==> src/include/e1fie_consts.svh <==
// register offsets, field positions, reset values of the framer event block
// assumes: included by bare name wherever constants are needed
`ifndef E1FIE_CONSTS_SVH
`define E1FIE_CONSTS_SVH
`define E1FIE_FLAGS_OFF 12'h004
`define E1FIE_ENABLES_OFF 12'h008
`define E1FIE_SIGCHG_OFF 12'h00C
`define E1FIE_CTRL_OFF 12'h010
`define E1FIE_RAW_OFF 12'h014
`define E1FIE_BIT_FE 0
`define E1FIE_BIT_CRC 1
`define E1FIE_BIT_FMD 2
`define E1FIE_BIT_OOF 3
`define E1FIE_BIT_COFA 4
`define E1FIE_BIT_SIG 5
`define E1FIE_BIT_NBIT 6
`define E1FIE_BIT_COMFA 7
`define E1FIE_RST8 8'h00
`define E1FIE_RST32 32'h0000_0000
`define E1FIE_NCHAN 30
`endif

==> src/include/e1fie_pkg.sv <==
// types of the framer event block
// assumes: compiled before all design files
package e1fie_pkg;
  typedef logic [7:0] e1fie_byte_t;
  typedef logic [11:0] e1fie_addr_t;
endpackage : e1fie_pkg

==> src/include/e1fie_evt_if.sv <==
// event bundle between top and the sticky flag bank
// assumes: one clock, set and clr driven by the top, q by the sticky flag bank
`timescale 1ns/1ps
interface e1fie_evt_if #(parameter int W = 8);
  logic [W-1:0] set;
  logic [W-1:0] clr;
  logic [W-1:0] q;
  modport ctl (output set, output clr, input q);
  modport bank (input set, input clr, output q);
endinterface : e1fie_evt_if

==> src/hw/e1fie_sticky.sv <==
// sticky flag bank, set wins over clear
// assumes: single clock, async active low reset
`timescale 1ns/1ps
module e1fie_sticky #(
  parameter int W = 8
) (
  input wire logic clk,
  input wire logic rst_b,
  e1fie_evt_if.bank evt
);
  logic [W-1:0] q_r;
  logic [W-1:0] q_nxt;
  assign q_nxt = (q_r & ~evt.clr) | evt.set;
  assign evt.q = q_r;
  always_ff @(posedge clk or negedge rst_b) begin
    if (!rst_b) begin
      q_r <= '0;
    end else begin
      q_r <= q_nxt;
    end
  end
endmodule : e1fie_sticky

==> src/hw/e1fie_top.sv <==
// framer event flags, enables and interrupt behind an APB slave
// assumes: event inputs are one-cycle pulses synchronous to clk
//
// Operation
// - crc-4 mismatch sets flag bit 1
// - alignment bit error sets flag bit 0
// - framing flag never drops sync state
// - reading flags register clears them
// - flag one means event since read
// - interrupt only when enable set
// - multiframe loss declared or cleared interrupts
// - any national bit change interrupts
// - any signaling bit change interrupts
// - per-channel signaling change record kept
// - signaling changes ignored while cas off
// - new alignment position interrupts
// - enables read-write, reset to zero
`timescale 1ns/1ps
`include "e1fie_consts.svh"
module e1fie_top
  import e1fie_pkg::*;
#(
  parameter int NCHAN = `E1FIE_NCHAN
) (
  input wire logic clk,
  input wire logic rst_b,
  input wire logic psel,
  input wire logic penable,
  input wire logic pwrite,
  input wire logic [11:0] paddr,
  input wire logic [31:0] pwdata,
  output logic [31:0] prdata,
  output logic pready,
  output logic pslverr,
  input wire logic crc_err_evt,
  input wire logic fas_err_evt,
  input wire logic fmd_evt,
  input wire logic oof_chg_evt,
  input wire logic cofa_evt,
  input wire logic mf_loss_lvl,
  input wire logic [4:0] nat_bits,
  input wire logic [NCHAN-1:0] sig_chg_evt,
  input wire logic cas_enabled,
  output logic irq,
  output logic framer_sync_lost
);
  // ****************************************
  // apb decode
  // ****************************************
  logic acc;
  logic wr;
  logic rd;
  logic hit_flags;
  logic hit_en;
  logic hit_sig;
  logic hit_ctrl;
  logic hit_raw;
  logic hit_any;
  assign acc = psel & penable & pready;
  assign wr = acc & pwrite;
  assign rd = acc & ~pwrite;
  assign hit_flags = (paddr == `E1FIE_FLAGS_OFF);
  assign hit_en = (paddr == `E1FIE_ENABLES_OFF);
  assign hit_sig = (paddr == `E1FIE_SIGCHG_OFF);
  assign hit_ctrl = (paddr == `E1FIE_CTRL_OFF);
  assign hit_raw = (paddr == `E1FIE_RAW_OFF);
  assign hit_any = hit_flags | hit_en | hit_sig | hit_ctrl | hit_raw;

  // ****************************************
  // registers
  // ****************************************
  e1fie_byte_t enables_r;
  logic sync_hold_r;
  logic mf_prev_r;
  logic [4:0] nat_prev_r;
  logic [NCHAN-1:0] sig_rec_r;
  logic [NCHAN-1:0] sig_rec_nxt;
  logic [31:0] rdata_nxt;
  logic ready_r;
  logic irq_nxt;

  always_ff @(posedge clk or negedge rst_b) begin
    if (!rst_b) begin
      enables_r <= `E1FIE_RST8;
      sync_hold_r <= 1'b0;
    end else if (wr && hit_en) begin
      enables_r <= pwdata[7:0];
    end else if (wr && hit_ctrl) begin
      sync_hold_r <= pwdata[0];
    end
  end

  always_ff @(posedge clk or negedge rst_b) begin
    if (!rst_b) begin
      mf_prev_r <= 1'b0;
      nat_prev_r <= 5'h00;
    end else begin
      mf_prev_r <= mf_loss_lvl;
      nat_prev_r <= nat_bits;
    end
  end

  // ****************************************
  // event sources
  // ****************************************
  e1fie_evt_if #(.W(8)) evt ();
  logic mf_chg;
  logic nat_chg;
  logic sig_any;
  assign mf_chg = mf_loss_lvl ^ mf_prev_r;
  assign nat_chg = |(nat_bits ^ nat_prev_r);
  assign sig_any = cas_enabled & (|sig_chg_evt);
  assign evt.set[`E1FIE_BIT_CRC] = crc_err_evt;
  assign evt.set[`E1FIE_BIT_FE] = fas_err_evt;
  assign evt.set[`E1FIE_BIT_FMD] = fmd_evt;
  assign evt.set[`E1FIE_BIT_OOF] = oof_chg_evt;
  assign evt.set[`E1FIE_BIT_COFA] = cofa_evt;
  assign evt.set[`E1FIE_BIT_SIG] = sig_any;
  assign evt.set[`E1FIE_BIT_NBIT] = nat_chg;
  assign evt.set[`E1FIE_BIT_COMFA] = mf_chg;
  assign evt.clr = (rd && hit_flags) ? 8'hFF : 8'h00;

  e1fie_sticky #(.W(8)) u_flags (
    .clk(clk),
    .rst_b(rst_b),
    .evt(evt)
  );

  // ****************************************
  // signaling channel record
  // ****************************************
  // per-channel record, read clears
  assign sig_rec_nxt = ((rd && hit_sig) ? '0 : sig_rec_r)
                     | (cas_enabled ? sig_chg_evt : '0);
  always_ff @(posedge clk or negedge rst_b) begin
    if (!rst_b) begin
      sig_rec_r <= '0;
    end else begin
      sig_rec_r <= sig_rec_nxt;
    end
  end

  // ****************************************
  // read data and interrupt
  // ****************************************
  assign rdata_nxt = hit_flags ? {24'h000000, evt.q} :
                     hit_en ? {24'h000000, enables_r} :
                     hit_sig ? {{(32-NCHAN){1'b0}}, sig_rec_r} :
                     hit_ctrl ? {31'h00000000, sync_hold_r} :
                     hit_raw ? {26'h0000000, mf_loss_lvl, nat_bits} : `E1FIE_RST32;
  assign irq_nxt = |(evt.q & enables_r);

  always_ff @(posedge clk or negedge rst_b) begin
    if (!rst_b) begin
      ready_r <= 1'b0;
      prdata <= `E1FIE_RST32;
      pslverr <= 1'b0;
      irq <= 1'b0;
      framer_sync_lost <= 1'b0;
    end else begin
      ready_r <= psel & ~penable;
      if (psel && !penable) begin
        prdata <= pwrite ? `E1FIE_RST32 : rdata_nxt;
        pslverr <= ~hit_any;
      end
      irq <= irq_nxt;
      framer_sync_lost <= sync_hold_r | (framer_sync_lost ^ oof_chg_evt);
    end
  end
  assign pready = ready_r;
endmodule : e1fie_top

==> config.mk <==
export PLATFORM = sky130hd
export DESIGN_NAME = e1fie_top
export DESIGN_NICKNAME = d
export VERILOG_FILES = /design/src/include/e1fie_pkg.sv /design/src/include/e1fie_evt_if.sv /design/src/hw/e1fie_sticky.sv /design/src/hw/e1fie_top.sv
export VERILOG_INCLUDE_DIRS = /design/src /design/src/include
export SDC_FILE = /design/constraint.sdc
export NUM_CORES = 1
export LEC_CHECK = 0
export ABC_AREA = 0
export BUFFER_PORTS_ARGS = -buffer_cell sky130_fd_sc_hd__buf_2
export CAP_MARGIN = 20
export CELL_PAD_IN_SITES_DETAIL_PLACEMENT = 1
export CELL_PAD_IN_SITES_GLOBAL_PLACEMENT = 2
export CORE_MARGIN = 2
export CORE_UTILIZATION = 34
export DETAILED_ROUTE_END_ITERATION = 12
export GPL_TIMING_DRIVEN = 0
export PLACE_DENSITY_LB_ADDON = 0.1
export SLEW_MARGIN = 10
export SYNTH_ARGS = -nofsm -noshare
export SYNTH_HDL_FRONTEND = slang
export SYNTH_SLANG_ARGS = --single-unit
==> constraint.sdc <==
create_clock -name clk -period 4.2 [get_ports clk]
set_input_delay 0.21 -clock clk [delete_from_list [all_inputs] [get_ports clk]]
set_output_delay 0.21 -clock clk [all_outputs]
set_load 0.02 [all_outputs]
==> flow_metrics.py <==
metrics = {
    "final_layout": {
        "final_cell_mix": "buf_2, dfrtp_1, a22o_1",
        "layout_commonest_cell": "buf_2",
        "diodes": 0,
        "multi_input_area_sq_um": 1290,
        "nets": 482,
        "fin_area_sq_um": 4530,
        "seq_area_sq_um": 2180,
        "drive_above_1_share_pct": 35.2,
        "fillers": 1133,
        "area_growth_pct": 25.7,
        "instances_no_fill": 531,
    },
    "floorplanning": {
        "start_util_pct": 34.9,
        "die_w_um": 107,
        "dieArea_sq_um": 11400,
        "die_h_um": 107,
        "ios": 127,
        "coreArea_sq_um": 10300,
        "fp-row-count": 37,
    },
    "timing": {
        "rsz0062_at_grt": "no",
        "finalSetupTns_ns": 0,
        "fin_crit_sh_pct": 39.9,
        "min_period_ns": 1.67,
        "holdWs_ns": 0.0164,
        "hold_viol_final": 0,
        "final-setup-viol-count": 0,
        "tightest_slew_ns": 0.563,
        "maxSlewViolCount": 0,
        "skew_ns": 0.00799,
        "max_freq_mhz": 597,
        "slew_headroom_pct": 62.2,
    },
    "synth": {
        "synth-async-reset-ratio_pct": 100,
        "synth_cells": 274,
        "avgSynthCellArea_sq_um": 13.2,
        "synth_edf_count": 0,
        "syn-cell-area_sq_um": 3610,
        "ys_seq_area_share_pct": 60.4,
        "ys.flop_type": "dfrtp_1",
        "synth_seq_cells": 87,
        "synth_top_area_share_pct": 60.4,
        "synth_cell_types": 47,
        "ys_top_cells_by_area": "dfrtp_1, a22o_1, mux2_2",
        "synth.largest_area_cell": "dfrtp_1",
        "ys_warn_count": 0,
    },
    "detailed_routing": {
        "vias_per_cell": 5.23,
        "vias": 2776,
        "drc": 0,
        "wl_um": 9850,
        "ant_nets": 0,
        "wl_per_cell_um": 18.5,
        "firstDrtPassIters": 4,
        "drt-initial-drc-count": 95,
    },
    "clock_network": {
        "post_cts_resized": 0,
        "cts_sinks": 87,
        "clk_path_buf_depth": 2,
        "clock_latency_ns": 0.34,
        "cts_hold_buf": 4,
        "numCtsBuffers": 9,
        "path_clk_slew_ns": 0.08,
        "clock-root-buffer": "clkbuf_8",
        "post_cts_buffers": 0,
        "htreeDepth": 3,
        "cts_tree": "done",
    },
    "grt": {
        "first_global_vias": 2996,
        "grt_pass1_wl_um": 16100,
        "grt_use_total_pct": 18.4,
        "grt_antenna_before_repair": 0,
        "grt_max_degree": 64,
        "overflow": 0,
    },
    "critical_path": {
        "cp.required_ns": 4.43,
        "startpoint_type": "flip-flop",
        "r2r_cells": 5,
        "worstPathArrival_ns": 1.90,
        "critPathMaxFanout": 10,
        "crit_type": "reg -> reg",
        "end_kind": "flip-flop",
    },
    "pwr": {
        "vdd_drop_max_uv": 119,
        "total_power_uw": 1550,
        "cellPowerDensity_nw_per_um2": 342,
        "p_leak_uw": 0.00220,
    },
    "placed_design": {
        "dpl_cell_area_sq_um": 4310,
        "dp_cells": 511,
        "port_buffers": 99,
        "post-dp-hpwl_um": 7250,
        "gp_congestion": 0.805,
    },
    "hold_path": {
        "min_path_type": "in -> reg",
        "holdPathStages": 1,
    },
    "run": {
        "maxCapViolations": 0,
    },
    "run_status": {
        "outcome": "completed",
    },
}
[cell families (layout without fill, tap and decap cells)]
kind of cell	Yosys count	in the layout	share of synthesized area, %
compound gates	92	92	20.9
flops	87	87	60.4
simple gates	54	54	9.99
buf+inv	23	143	3.82
mux	10	10	3.09
xor+xnor	7	7	1.70
other cells	1	2	0.104
[layout make-up]
cell class	instances	area share [%]
Buffer	16	2.46
Inverter	7	0.579
Tap cell	136	3.75
Sequential cell	87	48.0
Multi-Input combinational cell	165	28.6
Clock buffer	11	2.90
Clock inverter	4	1.05
Timing Repair Buffer	105	12.7
[registers in the layout, summed over array words and instances (netlist names)]
| register | count |
|---|---|
| pslverr | 1 |
| pready | 1 |
| u_flags.evt.q | 8 |
| sync_hold_r | 1 |
| sig_rec_r | 30 |
| mf_prev_r | 1 |
| enables_r | 8 |
| irq | 1 |
| framer_sync_lost | 1 |
| prdata | 30 |
| nat_prev_r | 5 |
[metal layers]
layer | vias to the layer above | part of all wire, % | routed length [um] | global-route usage (%)
met5 | - | 0 | 0 | 0
met4 | 0 | 1.8 | 177 | 6.59
met3 | 12 | 5.9 | 579 | 4.19
met2 | 85 | 48 | 4690 | 29.5
met1 | 1401 | 45 | 4400 | 24.5
li1 | 1278 | - | - | -
[power by group]
part / switching [uW] / internal [uW]
Sequential: 5.22 / 846
Combinational: 83.6 / 56.3
Clock: 288 / 271
[final timing paths]
path	start	to	slack [ns]
min in group asynchronous	rst_b	nat_prev_r[0]$_DFF_PN0_	0.31
max reg2reg	pready$_DFF_PN0_	sig_rec_r[21]$_DFF_PN0_	2.53
max	pready$_DFF_PN0_	sig_rec_r[21]$_DFF_PN0_	2.53
min	nat_bits[0]	nat_prev_r[0]$_DFF_PN0_	0.02
max in group asynchronous	rst_b	prdata[21]$_DFFE_PN0P_	3.25
min reg2reg	prdata[3]$_DFFE_PN0P_	prdata[3]$_DFFE_PN0P_	0.48
[critical path, cell delays in order (launching register included)]
cell and delay [ns]:
dfrtp_1 0.34, and3_1 0.19, nor2b_1 0.26, nand4_1 0.23, clkbuf_1 0.30, a22o_1 0.25
[cell usage after synthesis, types with 4 or more instances]
cell type	count
inv_1	7
xnor2_1	4
nand4_1	5
mux2_2	9
a22o_1	53
a21o_1	9
nand2_1	13
clkbuf_1	8
o21ai_1	5
a22oi_1	6
a2bb2oi_1	5
o221ai_1	5
dfrtp_1	87
nor4_1	6
[metrics by stage]
step	utilization, %	worst slack (ns)
6_report	43.9	2.53
3_3_place_gp	41.4	2.07
4_1_cts	43.8	2.53
5_1_grt	43.9	2.40
3_5_place_dp	41.7	2.24
2_1_floorplan	-	2.68
(Power assumes the default switching activity.)
